<file path="src/verilog/odfc_pkg.sv">
// Constants for the output driver fault control block.
// Assumes a 20 MHz system clock and AXI4-Lite access with 8-bit registers.
package odfc_pkg;

  // Clock rate
  localparam int CLK_MHZ = 20;

  // Register indices; byte address is four times the index
  localparam logic [9:0] PAGE1_BASE   = 10'h080;
  localparam logic [9:0] IDX_SW_RESET = 10'h001;
  localparam logic [9:0] IDX_OTP      = 10'h003;
  localparam logic [9:0] IDX_STEP     = 10'h03f;
  localparam logic [9:0] IDX_HP_CTRL  = PAGE1_BASE + 10'h01f;
  localparam logic [9:0] IDX_SPK_CTRL = PAGE1_BASE + 10'h020;
  localparam logic [9:0] IDX_ROUTE    = PAGE1_BASE + 10'h023;
  localparam logic [9:0] IDX_SPK_VOL  = PAGE1_BASE + 10'h026;
  localparam logic [9:0] IDX_HPL_GAIN = PAGE1_BASE + 10'h028;
  localparam logic [9:0] IDX_HPR_GAIN = PAGE1_BASE + 10'h029;
  localparam logic [9:0] IDX_SPK_GAIN = PAGE1_BASE + 10'h02a;
  localparam logic [9:0] IDX_DRIVE    = PAGE1_BASE + 10'h02c;

  // Field positions
  localparam int BIT_LEFT_EN    = 7;
  localparam int BIT_RIGHT_EN   = 6;
  localparam int BIT_SPK_EN     = 7;
  localparam int BIT_SC_MODE    = 1;
  localparam int BIT_STATUS     = 0;
  localparam int BIT_OTP        = 1;
  localparam int CM_LSB         = 3;
  localparam int BIT_ROUTE_L    = 6;
  localparam int BIT_ROUTE_R    = 2;
  localparam int BIT_VOL_ROUTE  = 7;
  localparam int GAIN_LSB       = 3;
  localparam int BIT_UNMUTE     = 2;
  localparam int DRIVE_LSB      = 1;

  // Reset values
  localparam logic [7:0] RST_DEFAULT = 8'h00;
  localparam logic [7:0] RST_SPK_VOL = 8'h7f;
  localparam logic [6:0] ATTEN_MUTE  = 7'h7f;
  localparam logic [1:0] DRIVE_LINEOUT = 2'h3;

  // AXI responses
  localparam logic [1:0] RESP_OKAY   = 2'h0;
  localparam logic [1:0] RESP_SLVERR = 2'h2;

  // Soft-step pacing codes
  typedef enum logic [1:0] {
    ODFC_STEP_ONE = 2'b00,
    ODFC_STEP_TWO = 2'b01,
    ODFC_STEP_OFF = 2'b10,
    ODFC_STEP_RSV = 2'b11
  } odfc_step_t;

  // Soft-step and soft-start times
  localparam int STEP_ONE_NS   = 20800;
  localparam int STEP_TWO_NS   = 41600;
  localparam int SOFTSTART_NS  = 10000;
  localparam logic [9:0] STEP_ONE_CYC =
    10'((STEP_ONE_NS * CLK_MHZ + 999) / 1000);
  localparam logic [9:0] STEP_TWO_CYC =
    10'((STEP_TWO_NS * CLK_MHZ + 999) / 1000);
  localparam logic [7:0] SOFTSTART_CYC =
    8'((SOFTSTART_NS * CLK_MHZ + 999) / 1000);

endpackage : odfc_pkg

</file>
<file path="src/verilog/odfc_step_if.sv">
// Carrier between the control logic and the volume soft-stepper.
// Assumes both ends run on the same system clock.
`timescale 1ns/10ps
interface odfc_step_if;
  logic [6:0]          target;
  odfc_pkg::odfc_step_t pace;
  logic [6:0]          current;
  logic                busy;

  modport ctrl    (output target, output pace, input current, input busy);
  modport stepper (input target, input pace, output current, output busy);
endinterface : odfc_step_if

</file>
<file path="src/verilog/odfc_soft_stepper.sv">
// Soft-stepping attenuation ramp: moves one 0.5 dB code per pacing period.
// Assumes the target comes from a register on the same clock.
`timescale 1ns/10ps
module odfc_soft_stepper (
  input  wire logic clk,
  input  wire logic rst,
  odfc_step_if.stepper stp
);

  logic [9:0] timer;

  // Period counter restarts on each step
  always_ff @(posedge clk)
  begin
    if (rst)
      timer <= 10'h000;
    else if (stp.current == stp.target || timer == 10'h000)
      timer <= (stp.pace == odfc_pkg::ODFC_STEP_TWO) ? odfc_pkg::STEP_TWO_CYC
                                                     : odfc_pkg::STEP_ONE_CYC;
    else
      timer <= timer - 10'h001;
  end

  // Current code chases the target, stepping or jumping
  always_ff @(posedge clk)
  begin
    if (rst)
      stp.current <= odfc_pkg::ATTEN_MUTE;
    else if (stp.current != stp.target)
    begin
      if (stp.pace == odfc_pkg::ODFC_STEP_OFF || stp.pace == odfc_pkg::ODFC_STEP_RSV)
        stp.current <= stp.target;
      else if (timer == 10'h000)
        stp.current <= (stp.current < stp.target) ? stp.current + 7'h01
                                                  : stp.current - 7'h01;
    end
  end

  // Busy while a ramp is under way
  always_ff @(posedge clk)
  begin
    if (rst)
      stp.busy <= 1'b0;
    else
      stp.busy <= (stp.current != stp.target);
  end
endmodule : odfc_soft_stepper

</file>
<file path="src/verilog/odfc_output_driver_fault_control.sv">
// Output driver control and short-circuit / over-temperature protection.
// Assumes an AXI4-Lite master on clk and asynchronous fault detector levels.
// Function
// - Speaker attenuation seven bits, soft-stepped
// - Speaker amp fed only while routing bit set
// - Left DAC routed by dedicated routing bit
// - Two-bit field paces soft-stepping
// - Drive code 11 selects low-power lineout
// - Two-bit common-mode level select
// - Separate left and right headphone enables
// - Headphone gain and mute per side
// - Short: limit current or shut down
// - Headphone short shown in status bit
// - Shutdown clears affected headphone enable immediately
// - Status cleared by master reset or enable set; master reset also clears enables
// - Speaker gain and mute fields
// - Speaker overcurrent always shuts stage down
// - Speaker short shown in status bit
// - Setting speaker enable re-arms stage
// - Over-temperature stops switching, shown as flag
// - Stages soft-start, each timed from its own enable
// - Speaker enable bit powers class-D drivers
// - Mute when unrouted and attenuation all ones
`timescale 1ns/10ps
module odfc_output_driver_fault_control (
  input  wire logic        clk,
  input  wire logic        rst,
  input  wire logic [11:0] s_axi_awaddr,
  input  wire logic        s_axi_awvalid,
  output logic             s_axi_awready,
  input  wire logic [31:0] s_axi_wdata,
  input  wire logic [3:0]  s_axi_wstrb,
  input  wire logic        s_axi_wvalid,
  output logic             s_axi_wready,
  output logic [1:0]       s_axi_bresp,
  output logic             s_axi_bvalid,
  input  wire logic        s_axi_bready,
  input  wire logic [11:0] s_axi_araddr,
  input  wire logic        s_axi_arvalid,
  output logic             s_axi_arready,
  output logic [31:0]      s_axi_rdata,
  output logic [1:0]       s_axi_rresp,
  output logic             s_axi_rvalid,
  input  wire logic        s_axi_rready,
  input  wire logic        leftHpShortIn,
  input  wire logic        rightHpShortIn,
  input  wire logic        speakerShortIn,
  input  wire logic        overTempIn,
  output logic             leftHeadphoneOutOn,
  output logic             rightHeadphoneOutOn,
  output logic             speakerOutOn,
  output logic             speakerSwitchEn,
  output logic             hpCurrentLimit,
  output logic [2:0]       softStartActive,
  output logic [1:0]       commonModeSel,
  output logic             lineoutLowPower,
  output logic             dacLeftToVolume,
  output logic             dacRightToVolume,
  output logic             speakerVolToAmp,
  output logic [6:0]       speakerAtten,
  output logic             speakerVolMute,
  output logic [3:0]       leftHpGain,
  output logic             leftHpMute,
  output logic [3:0]       rightHpGain,
  output logic             rightHpMute,
  output logic [1:0]       speakerGain,
  output logic             speakerMute
);

  // Control registers
  logic [7:0] stepReg;
  logic [7:0] hpCtrl;
  logic [7:0] spkCtrl;
  logic [7:0] routeReg;
  logic [7:0] spkVol;
  logic [7:0] hplGainReg;
  logic [7:0] hprGainReg;
  logic [7:0] spkGainReg;
  logic [7:0] driveReg;
  logic       softReset;
  logic       regReset;
  // Bus state
  logic       awHeld;
  logic       wHeld;
  logic [9:0] wrIndex;
  logic [7:0] wrByte;
  logic       wrLaneOn;
  logic       wrEn;
  logic [9:0] rdIndex;
  // Fault synchronisers
  logic [3:0] faultMeta;
  logic [3:0] faultSync;
  logic       hpShortL;
  logic       hpShortR;
  logic       spkShort;
  logic       overTemp;
  logic [2:0] stageOn;
  logic [2:0] stageOnLast;

  odfc_step_if stepBus ();

  function automatic logic isMapped(input logic [9:0] idx);
    isMapped = idx == odfc_pkg::IDX_SW_RESET || idx == odfc_pkg::IDX_OTP
            || idx == odfc_pkg::IDX_STEP     || idx == odfc_pkg::IDX_HP_CTRL
            || idx == odfc_pkg::IDX_SPK_CTRL || idx == odfc_pkg::IDX_ROUTE
            || idx == odfc_pkg::IDX_SPK_VOL  || idx == odfc_pkg::IDX_HPL_GAIN
            || idx == odfc_pkg::IDX_HPR_GAIN || idx == odfc_pkg::IDX_SPK_GAIN
            || idx == odfc_pkg::IDX_DRIVE;
  endfunction : isMapped

  function automatic logic isWrite(input logic [9:0] idx, input logic [9:0] want);
    isWrite = wrEn && wrLaneOn && idx == want;
  endfunction : isWrite

  // Write happens once both halves are held
  assign wrEn     = awHeld && wHeld && !s_axi_bvalid;
  assign regReset = rst || softReset;
  assign hpShortL = faultSync[0];
  assign hpShortR = faultSync[1];
  assign spkShort = faultSync[2];
  assign overTemp = faultSync[3];

  // Address and data may arrive in either order
  always_ff @(posedge clk)
  begin
    if (rst)
    begin
      awHeld        <= 1'b0;
      s_axi_awready <= 1'b1;
      wrIndex       <= 10'h000;
    end
    else if (s_axi_awvalid && s_axi_awready)
    begin
      awHeld        <= 1'b1;
      s_axi_awready <= 1'b0;
      wrIndex       <= s_axi_awaddr[11:2];
    end
    else if (wrEn)
      awHeld <= 1'b0;
    else if (s_axi_bvalid && s_axi_bready)
      s_axi_awready <= 1'b1;
  end

  // Only the low byte lane carries register data
  always_ff @(posedge clk)
  begin
    if (rst)
    begin
      wHeld        <= 1'b0;
      s_axi_wready <= 1'b1;
      wrByte       <= 8'h00;
      wrLaneOn     <= 1'b0;
    end
    else if (s_axi_wvalid && s_axi_wready)
    begin
      wHeld        <= 1'b1;
      s_axi_wready <= 1'b0;
      wrByte       <= s_axi_wdata[7:0];
      wrLaneOn     <= s_axi_wstrb[0];
    end
    else if (wrEn)
      wHeld <= 1'b0;
    else if (s_axi_bvalid && s_axi_bready)
      s_axi_wready <= 1'b1;
  end

  // Write response; unmapped addresses answer SLVERR
  always_ff @(posedge clk)
  begin
    if (rst)
    begin
      s_axi_bvalid <= 1'b0;
      s_axi_bresp  <= odfc_pkg::RESP_OKAY;
    end
    else if (wrEn)
    begin
      s_axi_bvalid <= 1'b1;
      s_axi_bresp  <= isMapped(wrIndex) ? odfc_pkg::RESP_OKAY : odfc_pkg::RESP_SLVERR;
    end
    else if (s_axi_bready)
      s_axi_bvalid <= 1'b0;
  end

  // Read channel, one cycle to answer
  assign rdIndex = s_axi_araddr[11:2];
  always_ff @(posedge clk)
  begin
    if (rst)
    begin
      s_axi_arready <= 1'b1;
      s_axi_rvalid  <= 1'b0;
      s_axi_rdata   <= 32'h0000_0000;
      s_axi_rresp   <= odfc_pkg::RESP_OKAY;
    end
    else if (s_axi_arvalid && s_axi_arready)
    begin
      s_axi_arready <= 1'b0;
      s_axi_rvalid  <= 1'b1;
      s_axi_rresp   <= isMapped(rdIndex) ? odfc_pkg::RESP_OKAY : odfc_pkg::RESP_SLVERR;
      case (rdIndex)
        odfc_pkg::IDX_OTP:      s_axi_rdata <= {30'h0, overTemp, 1'b0};
        odfc_pkg::IDX_STEP:     s_axi_rdata <= {24'h0, stepReg};
        odfc_pkg::IDX_HP_CTRL:  s_axi_rdata <= {24'h0, hpCtrl};
        odfc_pkg::IDX_SPK_CTRL: s_axi_rdata <= {24'h0, spkCtrl};
        odfc_pkg::IDX_ROUTE:    s_axi_rdata <= {24'h0, routeReg};
        odfc_pkg::IDX_SPK_VOL:  s_axi_rdata <= {24'h0, spkVol};
        odfc_pkg::IDX_HPL_GAIN: s_axi_rdata <= {24'h0, hplGainReg};
        odfc_pkg::IDX_HPR_GAIN: s_axi_rdata <= {24'h0, hprGainReg};
        odfc_pkg::IDX_SPK_GAIN: s_axi_rdata <= {24'h0, spkGainReg};
        odfc_pkg::IDX_DRIVE:    s_axi_rdata <= {24'h0, driveReg};
        default:                s_axi_rdata <= 32'h0000_0000;
      endcase
    end
    else if (s_axi_rvalid && s_axi_rready)
    begin
      s_axi_rvalid  <= 1'b0;
      s_axi_arready <= 1'b1;
    end
  end

  // Software master reset, one-cycle pulse
  always_ff @(posedge clk)
  begin
    if (rst)
      softReset <= 1'b0;
    else
      softReset <= isWrite(wrIndex, odfc_pkg::IDX_SW_RESET) && wrByte[0];
  end

  // Two flops before any detector level is used
  always_ff @(posedge clk)
  begin
    if (rst)
    begin
      faultMeta <= 4'h0;
      faultSync <= 4'h0;
    end
    else
    begin
      faultMeta <= {overTempIn, speakerShortIn, rightHpShortIn, leftHpShortIn};
      faultSync <= faultMeta;
    end
  end

  // Plain configuration registers
  always_ff @(posedge clk)
  begin
    if (regReset)
    begin
      stepReg    <= odfc_pkg::RST_DEFAULT;
      routeReg   <= odfc_pkg::RST_DEFAULT;
      spkVol     <= odfc_pkg::RST_SPK_VOL;
      hplGainReg <= odfc_pkg::RST_DEFAULT;
      hprGainReg <= odfc_pkg::RST_DEFAULT;
      spkGainReg <= odfc_pkg::RST_DEFAULT;
      driveReg   <= odfc_pkg::RST_DEFAULT;
    end
    else
    begin
      if (isWrite(wrIndex, odfc_pkg::IDX_STEP))     stepReg    <= {6'h00, wrByte[1:0]};
      if (isWrite(wrIndex, odfc_pkg::IDX_ROUTE))    routeReg   <= wrByte & 8'h44;
      if (isWrite(wrIndex, odfc_pkg::IDX_SPK_VOL))  spkVol     <= wrByte;
      if (isWrite(wrIndex, odfc_pkg::IDX_HPL_GAIN)) hplGainReg <= wrByte & 8'h7c;
      if (isWrite(wrIndex, odfc_pkg::IDX_HPR_GAIN)) hprGainReg <= wrByte & 8'h7c;
      if (isWrite(wrIndex, odfc_pkg::IDX_SPK_GAIN)) spkGainReg <= wrByte & 8'h1c;
      if (isWrite(wrIndex, odfc_pkg::IDX_DRIVE))    driveReg   <= wrByte & 8'h06;
    end
  end

  // Headphone control; a detected short beats a same-cycle write
  always_ff @(posedge clk)
  begin
    if (regReset)
      hpCtrl <= odfc_pkg::RST_DEFAULT;
    else
    begin
      if (isWrite(wrIndex, odfc_pkg::IDX_HP_CTRL))
      begin
        hpCtrl[7:1] <= {wrByte[7:3], 1'b0, wrByte[1]};
        if (wrByte[odfc_pkg::BIT_LEFT_EN] || wrByte[odfc_pkg::BIT_RIGHT_EN])
          hpCtrl[odfc_pkg::BIT_STATUS] <= 1'b0;
      end
      if (hpShortL || hpShortR)
        hpCtrl[odfc_pkg::BIT_STATUS] <= 1'b1;
      if (hpCtrl[odfc_pkg::BIT_SC_MODE] && hpShortL)
        hpCtrl[odfc_pkg::BIT_LEFT_EN] <= 1'b0;
      if (hpCtrl[odfc_pkg::BIT_SC_MODE] && hpShortR)
        hpCtrl[odfc_pkg::BIT_RIGHT_EN] <= 1'b0;
    end
  end

  // Speaker control; overcurrent always shuts down, no limit mode
  always_ff @(posedge clk)
  begin
    if (regReset)
      spkCtrl <= odfc_pkg::RST_DEFAULT;
    else
    begin
      if (isWrite(wrIndex, odfc_pkg::IDX_SPK_CTRL))
      begin
        spkCtrl[odfc_pkg::BIT_SPK_EN] <= wrByte[odfc_pkg::BIT_SPK_EN];
        if (wrByte[odfc_pkg::BIT_SPK_EN])
          spkCtrl[odfc_pkg::BIT_STATUS] <= 1'b0;
      end
      if (spkShort)
      begin
        spkCtrl[odfc_pkg::BIT_SPK_EN] <= 1'b0;
        spkCtrl[odfc_pkg::BIT_STATUS] <= 1'b1;
      end
    end
  end

  // Output flops derived from state
  always_ff @(posedge clk)
  begin
    if (regReset)
    begin
      speakerSwitchEn <= 1'b0;
      hpCurrentLimit  <= 1'b0;
      speakerVolMute  <= 1'b1;
      lineoutLowPower <= 1'b0;
    end
    else
    begin
      speakerSwitchEn <= spkCtrl[odfc_pkg::BIT_SPK_EN] && !overTemp && !spkShort;
      hpCurrentLimit  <= (hpShortL || hpShortR) && !hpCtrl[odfc_pkg::BIT_SC_MODE];
      speakerVolMute  <= !spkVol[odfc_pkg::BIT_VOL_ROUTE]
                         && spkVol[6:0] == odfc_pkg::ATTEN_MUTE;
      lineoutLowPower <= driveReg[odfc_pkg::DRIVE_LSB +: 2]
                         == odfc_pkg::DRIVE_LINEOUT;
    end
  end

  // Soft-start timers, one per stage; stages are independent
  assign stageOn = {spkCtrl[odfc_pkg::BIT_SPK_EN], hpCtrl[odfc_pkg::BIT_RIGHT_EN],
                    hpCtrl[odfc_pkg::BIT_LEFT_EN]};
  always_ff @(posedge clk)
  begin
    if (regReset)
      stageOnLast <= 3'h0;
    else
      stageOnLast <= stageOn;
  end

  genvar gi;
  generate
    for (gi = 0; gi < 3; gi++)
    begin : g_soft
      logic [7:0] ramp;
      always_ff @(posedge clk)
      begin
        if (regReset)
          ramp <= 8'h00;
        else if (stageOn[gi] && !stageOnLast[gi])
          ramp <= odfc_pkg::SOFTSTART_CYC;
        else if (!stageOn[gi])
          ramp <= 8'h00;
        else if (ramp != 8'h00)
          ramp <= ramp - 8'h01;
      end
      assign softStartActive[gi] = ramp != 8'h00;
    end
  endgenerate

  // Speaker volume soft-stepper
  assign stepBus.target = spkVol[6:0];
  assign stepBus.pace   = odfc_pkg::odfc_step_t'(stepReg[1:0]);
  odfc_soft_stepper u_stepper (
    .clk (clk),
    .rst (regReset),
    .stp (stepBus)
  );

  // Outputs straight from register bits
  assign leftHeadphoneOutOn  = hpCtrl[odfc_pkg::BIT_LEFT_EN];
  assign rightHeadphoneOutOn = hpCtrl[odfc_pkg::BIT_RIGHT_EN];
  assign speakerOutOn        = spkCtrl[odfc_pkg::BIT_SPK_EN];
  assign commonModeSel       = hpCtrl[odfc_pkg::CM_LSB +: 2];
  assign dacLeftToVolume     = routeReg[odfc_pkg::BIT_ROUTE_L];
  assign dacRightToVolume    = routeReg[odfc_pkg::BIT_ROUTE_R];
  assign speakerVolToAmp     = spkVol[odfc_pkg::BIT_VOL_ROUTE];
  assign speakerAtten        = stepBus.current;
  assign leftHpGain          = hplGainReg[odfc_pkg::GAIN_LSB +: 4];
  assign leftHpMute          = !hplGainReg[odfc_pkg::BIT_UNMUTE];
  assign rightHpGain         = hprGainReg[odfc_pkg::GAIN_LSB +: 4];
  assign rightHpMute         = !hprGainReg[odfc_pkg::BIT_UNMUTE];
  assign speakerGain         = spkGainReg[odfc_pkg::GAIN_LSB +: 2];
  assign speakerMute         = !spkGainReg[odfc_pkg::BIT_UNMUTE];
endmodule : odfc_output_driver_fault_control

</file>
<file path="config.mk">
export PLATFORM = sky130hd
export DESIGN_NAME = odfc_output_driver_fault_control
export DESIGN_NICKNAME = d
export VERILOG_FILES = /design/src/verilog/odfc_pkg.sv /design/src/verilog/odfc_step_if.sv /design/src/verilog/odfc_soft_stepper.sv /design/src/verilog/odfc_output_driver_fault_control.sv
export SDC_FILE = /design/constraint.sdc
export NUM_CORES = 1
export LEC_CHECK = 0
export BUFFER_PORTS_ARGS = -buffer_cell sky130_fd_sc_hd__buf_4
export CORE_ASPECT_RATIO = 0.75
export CORE_MARGIN = 2
export CORE_UTILIZATION = 49
export DETAILED_ROUTE_END_ITERATION = 7
export PLACE_DENSITY_LB_ADDON = 0.1
export SETUP_SLACK_MARGIN = 0.05
export SYNTH_ARGS = -nofsm -noshare
export SYNTH_HDL_FRONTEND = slang
export SYNTH_SLANG_ARGS = --single-unit
</file>
<file path="constraint.sdc">
create_clock -name clk -period 2.8 [get_ports clk]
set_input_delay 0.56 -clock clk [delete_from_list [all_inputs] [get_ports clk]]
set_output_delay 0.56 -clock clk [all_outputs]
set_load 0.01 [all_outputs]
</file>
==> flow_summary_export.csv, run 1 <==
group,metric,value,unit
status,status,"finished clean",
yosys,yosysUniqueCellTypes,60,
critical_path,critPathMaxFanout,5,
yosys,synth.avg_cell_area,8.547,µm²
layout,synthToLayoutAreaGrowth,24.47,%
route,drt-vias-per-instance,5.323,
clock_network,clk_path_buf_depth,2,
grt,grt_usage,0.2234,
layout,drive_gt1_frac,0.2091,
clock_network,cts_num_sinks,129,
yosys,synth_seq_cells,129,
sta,finalHoldViolations,0,
critical_path,worst-setup-path-type,"reg2reg",
clock_network,cts_max_level,4,
grt,grt_max_degree,48,
pwr,p_per_area,576.3,mW/mm²
yosys,post-synth-top-area-cell,"dfxtp_1",
route,detail_route.wl_per_cell,15.14,µm
critical_path,worst_path_max_delay_cell,"fa_2",
die,core,0.01235,mm²
yosys,synth_area,0.006213,mm²
critical_path,cp_data_arrival_time,3.08,ns
clock_network,cts_tree,"built",
grt,overflow,0,
clock_network,cts_root_buf,"clkbuf_16",
die,io_pins,147,
sta,rsz0062_at_grt,"true",
yosys,synth_edf_count,0,
sta,tightest_slew,0.7729,ns
die,die_area,0.01361,mm²
yosys,synth_top_cell_area_share,0.4156,
yosys,synthCells,727,
critical_path,crit_path_cell_trace,"ha_4 > nor2b_4 > a221oi_2 > o21ai_2 > fa_2 > a211oi_2 > o21bai_1 > a21oi_2 > xnor2_2 > mux2_4 > o21ai_1",
yosys,synth.top_cells.by_area,"dfxtp_1 (42%), mux2i_1 (6.1%), nand2_1 (5.9%)",
flow_run,cap_violations,0,
grt,antenna_found_initial,0,
hold_path,hold_class,"in2reg",
critical_path,end_kind,"register",
yosys,yosys_warnings,0,
pwr,p_leak,0.003449,µW
layout,stdcell_area,0.007734,mm²
layout,nets,912,
sta,timing.fmax,0.3658,GHz
sta,maxSlewViolCount,0,
sta,finalCritPeriodShare,0.9762,
sta,fin_crit,2.733,ns
critical_path,crit_required,3.15,ns
critical_path,critPathMaxStageDelay,0.38,ns
route,drt_first_pass_iters,7,
route,routed_wirelength,15.11,mm
route,route.detailed.drc,0,
place,dp_hpwl,10.92,mm
layout,diodes,0,
die,fp-row-count,35,
route,drt_iter0_drc,416,
critical_path,start_kind,"register",
clock_network,insertion_delay,0.42,ns
place,port_buffers,89,
clock_network,cts_hold_buf,0,
pwr,ir_drop,0.4960,mV
sta,slew_headroom,0.4847,
layout,final_core_util,0.6262,
place,gp_congestion,0.9070,
sta,setup_viol,0,
grt,grt_pass1_vias,4944,
clock_network,post_cts_buffers,0,
clock_network,cts-buffers-inserted,17,
place,placed_area,0.007028,mm²
die,die_x,134.0,µm
sta,skew,0.009374,ns
grt,grt_pass1_wl,24.21,mm
die,die_y,101.5,µm
die,initial_utilization,0.5031,
route,vias,5312,
yosys,ys_dominant_reg_cell,"dfxtp_1",
yosys,synth-seq-area-share,0.4156,
yosys,synth-async-reset-ratio,0,
route,ant_nets,0,
clock_network,clk_pin_slew,0.06,ns
## through the flow
step | TNS (ns) | hold slack, ns | std cells | total power (µW) | setup slack (ns)
2_1_floorplan | 0 | 0.3975 | 752 | 2107 | 0.09621
3_3_place_gp | 0 | 0.4333 | 968 | 2171 | 0.04980
3_5_place_dp | -0.007737 | 0.4305 | 968 | 2177 | -0.007737
4_1_cts | 0 | 0.3521 | 998 | 4479 | 0.03097
5_1_grt | -0.06723 | 0.3523 | 998 | 4586 | -0.06723
6_report | 0 | 0.3586 | 998 | 4457 | 0.06661
## power by group
group / switching (µW) / internal, µW / leakage (µW) / total (µW)
Clock: 798 / 1520 / 0.000296 / 2320
Combinational: 130 / 94.4 / 0.00211 / 224
Sequential: 42.5 / 1870 / 0.00105 / 1920
## cell families (layout without fill, tap and decap cells)
group | after synthesis | in the layout | synth area share
AND/OR/NAND/NOR | 286 | 286 | 0.2288
XOR/XNOR | 29 | 29 | 0.04088
flip-flops | 129 | 129 | 0.4156
adder cells (fa/ha/maj) | 21 | 21 | 0.04309
AO/OA/AOI/OAI | 125 | 125 | 0.1220
other | 1 | 26 | 0.0006035
multiplexers | 42 | 42 | 0.06846
buffers and inverters | 94 | 174 | 0.08055
## layout make-up
type                            count  area [µm²]
Tap cell                          166       207.7
Fill cell                        1056        4616
Timing Repair Buffer              114       859.6
Clock buffer                       19       452.9
Sequential cell                   129        2585
Clock inverter                     11       162.7
Inverter                           30       112.6
Multi-Input combinational cell    529        3353
## path summary, 6_finish.rpt
check                                                 to  cells after the start                      from  slack, ns
worst min register to register              faultSync[2]                      1              faultMeta[2]       0.44
worst min-delay path                        faultMeta[1]                      2            rightHpShortIn       0.36
worst max register to register  u_stepper.stp.current[6]                     11  u_stepper.stp.current[2]       0.07
worst max-delay path            u_stepper.stp.current[6]                     11  u_stepper.stp.current[2]       0.07
## what timing repair did
action | 4_1_cts | 5_1_grt
setup endpoints to repair | 2 | 2
pin swaps | 5 | 12
gates resized for setup | 7 | 9
## synthesized netlist by cell type, types with 8 or more instances
cell type,instances
a211oi_1,8
a21oi_1,60
buf_4,38
clkbuf_1,19
dfxtp_1,129
ha_1,19
inv_1,30
mux2i_1,38
nand2_1,97
nand2b_1,13
nand3_1,12
nand4_1,9
nor2_1,71
nor2b_1,18
nor3_1,19
nor4_1,10
o21ai_0,18
xnor2_1,19
xor2_1,10
## cell usage in the layout (no fill, tap or decap), types with 3 or more instances in the layout
cell        netlist  layout
nand4b_1          3       3
conb_1            1      26
ha_1             19      14
nor4_1           10      10
nor2_1           71      71
a222oi_1          5       5
clkbuf_16         0      17
a21o_1            5       5
a31oi_1           4       4
a211oi_1          8       7
nand2b_1         13      13
clkinvlp_4        0       3
buf_4            38     113
nor4b_1           4       4
a21oi_1          60      58
xor2_1           10      10
nand4_1           9       9
a22oi_1           5       5
mux2i_1          38      38
mux2_2            4       3
bufinv_16         0       4
nor3_1           19      19
and4_1            3       3
clkinv_2          0       4
o22ai_1           3       3
o21ai_0          18      16
nand2_1          97      97
inv_1            30      29
ha_4              0       5
and3_1            5       5
o211ai_1          4       4
o21bai_1          4       4
xnor2_1          19      18
dfxtp_1         129     127
nor2b_1          18      17
nand3_1          12      12
## critical path, delay by kind of cell, from the launching register on
family                     cells  cell delay, ns
xor gates and xnor gates       1            0.16
and+or+nand+nor                1            0.12
AOI/OAI and AO/OA              6            1.08
DFF                            1            0.33
adders and majority gates      2            0.63
muxes                          1            0.33
## layer usage
| metal | GRT usage | vias to the layer above | routed length (µm) |
|---|---|---|---|
| li1 | - | 2647 | - |
| met3 | 0.05305 | 19 | 839 |
| met5 | 0 | - | 0 |
| met2 | 0.3637 | 149 | 6915 |
| met1 | 0.2998 | 2497 | 7201 |
| met4 | 0.06316 | 0 | 158 |
## flip-flops by register name, summed over array words and instances, names as in the netlist, 4 cells and up
name,flops
g_soft.ramp,24
u_stepper.timer,10
wrIndex,10
s_axi_rdata,8
spkVol,8
wrByte,8
hpCtrl,7
u_stepper.stp.current,7
hplGainReg,5
hprGainReg,5
faultMeta,4
faultSync,4
No activity file was read; power rests on OpenSTA's default activity.
==> inputs of run 2 (changes only) <==
==> constraint.sdc (replaced) <==
create_clock -name clk -period 2.8 [get_ports clk]
set_input_delay 0.42 -clock clk [delete_from_list [all_inputs] [get_ports clk]]
set_output_delay 0.42 -clock clk [all_outputs]
set_load 0.05 [all_outputs]
==> flow_summary_export.csv, run 2 (synthesis results as in run 1) <==
group,metric,value,unit
route,routed_wirelength,15.61,mm
sta,whs,0.2213,ns
clock_network,clk_path_buf_depth,2,
die,die_y,101.5,µm
status,status,"finished clean",
layout,diodes,0,
grt,antenna_found_initial,0,
critical_path,r2r-end,"u_stepper.stp.current[6]",
sta,rsz0062_at_grt,"true",
pwr,p_leak,0.003484,µW
sta,skew,0.006485,ns
clock_network,cts_hold_buf,0,
die,die_area,0.01361,mm²
die,fp-row-count,35,
critical_path,reg2reg_depth,11,
hold_path,hold_class,"in2reg",
pwr,ir_drop,0.4454,mV
route,detail_route.wl_per_cell,15.61,µm
layout,reg.largest.list,"g_soft.ramp x24, u_stepper.timer x10, wrIndex x10",
pwr,power_frac_comb,0.064,
route,ant_nets,0,
grt,grt_max_degree,48,
route,drt-vias-per-instance,5.386,
sta,finalCritPeriodShare,0.9710,
layout,drive_gt1_frac,0.2194,
sta,timing.fmax,0.3678,GHz
grt,overflow,0,
sta,slew_headroom,0.3084,
critical_path,worst-setup-path-type,"reg2reg",
route,vias,5386,
critical_path,worst_path_max_delay_cell,"fa_2",
pwr,power_switching_share,0.2243,
clock_network,cts_root_buf,"clkbuf_16",
place,gp_congestion,0.8190,
critical_path,critPathMaxStageDelay,0.39,ns
flow_run,cap_violations,0,
layout,nets,912,
pwr,p_per_area,613.4,mW/mm²
pwr,p_int,3737,µW
clock_network,post_cts_buffers,0,
die,core,0.01235,mm²
clock_network,cts_num_sinks,129,
place,port_buffers,89,
layout,layout_commonest_cell,"dfxtp_1",
pwr,p_clk_frac,0.538,
critical_path,end_kind,"register",
layout,synthToLayoutAreaGrowth,26.42,%
die,initial_utilization,0.5031,
place,preCtsSetupSlack,-0.1632,ns
sta,final.setup.worst_slack,0.08127,ns
grt,grt_pass1_wl,25.34,mm
route,drt_first_pass_iters,5,
critical_path,crit_start,"u_stepper.stp.current[2]",
critical_path,timing.rr.start,"u_stepper.stp.current[2]",
critical_path,cp_data_arrival_time,3.07,ns
layout,regMostFlops,"g_soft.ramp",
sta,fin_crit,2.719,ns
grt,grt_pass1_vias,5178,
clock_network,cts_tree,"built",
die,io_pins,147,
die,die_x,134.0,µm
critical_path,r2r_setup_slack,0.08,ns
clock_network,cts-buffers-inserted,17,
clock_network,cts_max_level,4,
sta,tightest_slew,1.037,ns
place,dp_hpwl,11.29,mm
sta,finalHoldViolations,0,
pwr,power_frac_seq,0.397,
critical_path,critPathMaxFanout,5,
sta,setup_viol,0,
place,placed_area,0.007042,mm²
critical_path,worstSetupEndpoint,"u_stepper.stp.current[6]",
clock_network,insertion_delay,0.42,ns
pwr,finalPower,4818,µW
critical_path,crit_required,3.15,ns
layout,stdcell_area,0.007855,mm²
critical_path,start_kind,"register",
pwr,switching_power,1081,µW
sta,maxSlewViolCount,0,
route,drt_iter0_drc,466,
clock_network,clk_pin_slew,0.06,ns
layout,final_cell_mix,"dfxtp_1 (121), buf_4 (112), nand2_1 (97)",
layout,largest_register_ffs,24,
critical_path,crit_path_cell_trace,"ha_4 > buf_6 > a221oi_4 > o21ai_4 > fa_2 > a211oi_2 > o21bai_1 > a21oi_2 > xnor2_1 > mux2_2 > o21ai_1",
route,route.detailed.drc,0,
grt,grt_usage,0.2357,
[run 2: per-stage QoR]
| step | std cells | util | setup TNS [ns] |
|---|---|---|---|
| CTS | 1000 | 0.6323 | 0 |
| global placement | 968 | 0.5702 | -0.01935 |
| global route | 1000 | 0.6361 | -0.05603 |
| floorplan | 752 | - | 0 |
| detailed placement | 968 | 0.5702 | -0.1967 |
| finish | 1000 | 0.6361 | 0 |
[run 2: critical path: cells and delay by family, from the launching register on]
family / cells / cell delay [ns]
flops: 1 / 0.35
buf+inv: 1 / 0.12
mux: 1 / 0.35
compound gates: 6 / 1.03
xor+xnor: 1 / 0.15
fa+ha+maj: 2 / 0.63
[run 2: how the worst min path moves through the flow]
stage	slack (ns)	startpoint	cells past startpoint	end
4_1_cts	0.21	overTempIn	2	faultMeta[3]
5_1_grt	0.23	overTempIn	2	faultMeta[3]
6_report	0.22	overTempIn	2	faultMeta[3]
3_5_place_dp	0.44	faultMeta[1]	1	faultSync[1]
2_1_floorplan	0.40	faultSync[3]	1	speakerSwitchEn
3_3_place_gp	0.43	faultMeta[1]	1	faultSync[1]
[run 2: per-layer routing]
metal,wire [µm],GRT usage
met5,0,0
met1,7288,0.3129
met2,7161,0.3819
met3,943,0.05155
met4,213,0.08745
[run 2: cell type report]
class	count	area, µm²
sequential	129	2600
clock buffer	21	480.5
inverter	30	112.6
tap	166	207.7
clock inverter	11	221.5
multi-input combinational	529	3369
fill	1041	4494
timing repair buffer	114	863.3
[run 2: power by group through the flow]
stage               registers, µW  clock network [µW]  logic, µW
finish                       1910                2590        309
global route                 1920                2710        335
CTS                          1910                2630        309
detailed placement           1950                   0        307
global placement             1950                   0        304
floorplan                    1960                   0        229
[run 2: what timing repair did]
item | 4_1_cts | 5_1_grt
pin swaps | 10 | 6
gates resized for setup | 13 | 8
endpoints found under the setup margin | 2 | 2
==> inputs of run 3 (changes only) <==
--- a/config.mk
+++ b/config.mk
@@ -6,6 +6,7 @@
 export NUM_CORES = 1
 export LEC_CHECK = 0
 export BUFFER_PORTS_ARGS = -buffer_cell sky130_fd_sc_hd__buf_4
+export CAP_MARGIN = 20
 export CORE_ASPECT_RATIO = 0.75
 export CORE_MARGIN = 2
 export CORE_UTILIZATION = 49
==> constraint.sdc (replaced) <==
create_clock -name clk -period 2.8 [get_ports clk]
set_input_delay 0.42 -clock clk [delete_from_list [all_inputs] [get_ports clk]]
set_output_delay 0.42 -clock clk [all_outputs]
set_load 0.005 [all_outputs]
==> flow_summary_export.csv, run 3 (synthesis results as in run 1) <==
group,metric,value,unit
sta,maxSlewViolCount,0,
grt,grt_usage,0.2306,
sta,whs,0.2173,ns
critical_path,crit_path_cell_trace,"inv_2 > ha_4 > nand4_1 > o21ai_4 > buf_6 > ha_4 > a211oi_2 > o21bai_1 > a21oi_1 > xnor2_1 > mux2_2 > o21ai_1",
die,die_x,134.0,µm
layout,diodes,0,
clock_network,cts_hold_buf,0,
clock_network,cts-buffers-inserted,17,
status,status,"finished clean",
grt,grt_max_degree,48,
die,fp-row-count,35,
layout,ff_latch_area,0.002586,mm²
critical_path,crit_path_frequent_cell,"ha_4",
die,core,0.01235,mm²
sta,finalHoldViolations,0,
pwr,p_per_area,549.8,mW/mm²
critical_path,critPathMaxStageDelay,0.36,ns
place,dp_hpwl,11.06,mm
sta,fin_crit,2.719,ns
place,placed_area,0.007036,mm²
clock_network,clk_pin_slew,0.06,ns
pwr,ir_drop,0.4333,mV
layout,synthToLayoutAreaGrowth,24.33,%
clock_network,cts_root_buf,"clkbuf_16",
place,gp_congestion,0.8967,
critical_path,crit_required,3.15,ns
flow_run,cap_violations,0,
grt,grt_pass1_vias,5084,
route,vias,5352,
die,die_y,101.5,µm
die,io_pins,147,
layout,reg.largest.list,"g_soft.ramp x24, u_stepper.timer x10, wrIndex x10",
layout,final_cell_mix,"dfxtp_1 (126), buf_4 (115), nand2_1 (97)",
route,ant_nets,0,
route,drt_iter0_drc,374,
sta,skew,0.01029,ns
critical_path,worst_path_max_delay_cell,"mux2_2",
sta,rsz0062_at_grt,"true",
critical_path,end_kind,"register",
critical_path,critPathMaxFanout,5,
sta,tightest_slew,0.6755,ns
route,drt-vias-per-instance,5.341,
clock_network,insertion_delay,0.41,ns
clock_network,cts_tree,"built",
grt,overflow,0,
layout,largest_register_ffs,24,
layout,stdcell_area,0.007725,mm²
route,routed_wirelength,15.33,mm
layout,multiInputGateArea,0.003369,mm²
critical_path,worst-setup-path-type,"reg2reg",
pwr,p_leak,0.003434,µW
layout,regMostFlops,"g_soft.ramp",
sta,setup_viol,0,
route,detail_route.wl_per_cell,15.30,µm
critical_path,start_kind,"register",
critical_path,cp_data_arrival_time,3.07,ns
grt,grt_pass1_wl,24.85,mm
place,port_buffers,89,
layout,fillers,1073,
clock_network,clk_path_buf_depth,2,
die,die_area,0.01361,mm²
sta,timing.fmax,0.3677,GHz
grt,antenna_found_initial,0,
critical_path,worst-path-buf-inv,2,
sta,finalCritPeriodShare,0.9712,
die,initial_utilization,0.5031,
critical_path,cp_top_family,"compound AO/OA/AOI/OAI gates",
sta,slew_headroom,0.5497,
route,route.detailed.drc,0,
route,drt_first_pass_iters,5,
clock_network,cts_num_sinks,129,
clock_network,cts_max_level,4,
layout,drive_gt1_frac,0.2117,
hold_path,hold_class,"in2reg",
layout,final_core_util,0.6255,
layout,layout_commonest_cell,"dfxtp_1",
layout,nets,915,
run 3: cell types whose count changed in the layout (fill, tap and decap cells not counted), sizes merged:
cell,change
clkinv,+5
bufinv,-4
buf,+3
inv,-2
run 3: timing repair:
action	4_1_cts	5_1_grt
pin swaps	9	4
setup buffers	0	1
endpoints found under the hold margin	0	0
setup endpoints to repair	2	2
gates cloned	0	0
gates resized for setup	11	8
run 3: final cells by class:
| class | instances | area share |
|---|---|---|
| sequential | 129 | 0.3348 |
| multi-input combinational | 529 | 0.4362 |
| tap | 166 | 0.02689 |
| timing repair buffer | 117 | 0.1147 |
| clock buffer | 21 | 0.05831 |
| clock inverter | 10 | 0.01458 |
| inverter | 30 | 0.01458 |
run 3: report_power, final:
group / switching, µW / internal [µW] / total (µW) / leakage [µW]
Clock: 793 / 1320 / 2120 / 0.000273
Combinational: 120 / 95.6 / 215 / 0.00212
Sequential: 42.6 / 1870 / 1920 / 0.00105
run 3: worst paths after layout:
path,startpoint,end,slack (ns),depth (start not counted)
hold reg to reg,faultSync[3],speakerSwitchEn,0.43,1
hold / removal,leftHpShortIn,faultMeta[0],0.22,2
setup / recovery,spkVol[6],u_stepper.stp.current[6],0.08,12
setup reg to reg,spkVol[6],u_stepper.stp.current[6],0.08,12
run 3: through the flow:
stage | setup slack [ns] | cells | total power, µW | TNS, ns
after floorplan | 0.1024 | 752 | 2096 | 0
after global placement | 0.05634 | 969 | 2161 | 0
after detailed placement | -0.03432 | 969 | 2167 | -0.06782
after CTS | 0.05639 | 1000 | 4274 | 0
after global routing | -0.04228 | 1002 | 4384 | -0.07579
final | 0.08057 | 1002 | 4247 | 0
run 3: metal layers:
metal	GRT usage	routed length, µm	vias up	part of all wire
li1	-	-	2657	-
met1	0.3055	7320	2529	0.48
met2	0.3815	7126	153	0.46
met3	0.04505	723	13	0.047
met4	0.07935	160	0	0.010
met5	0	0	-	0
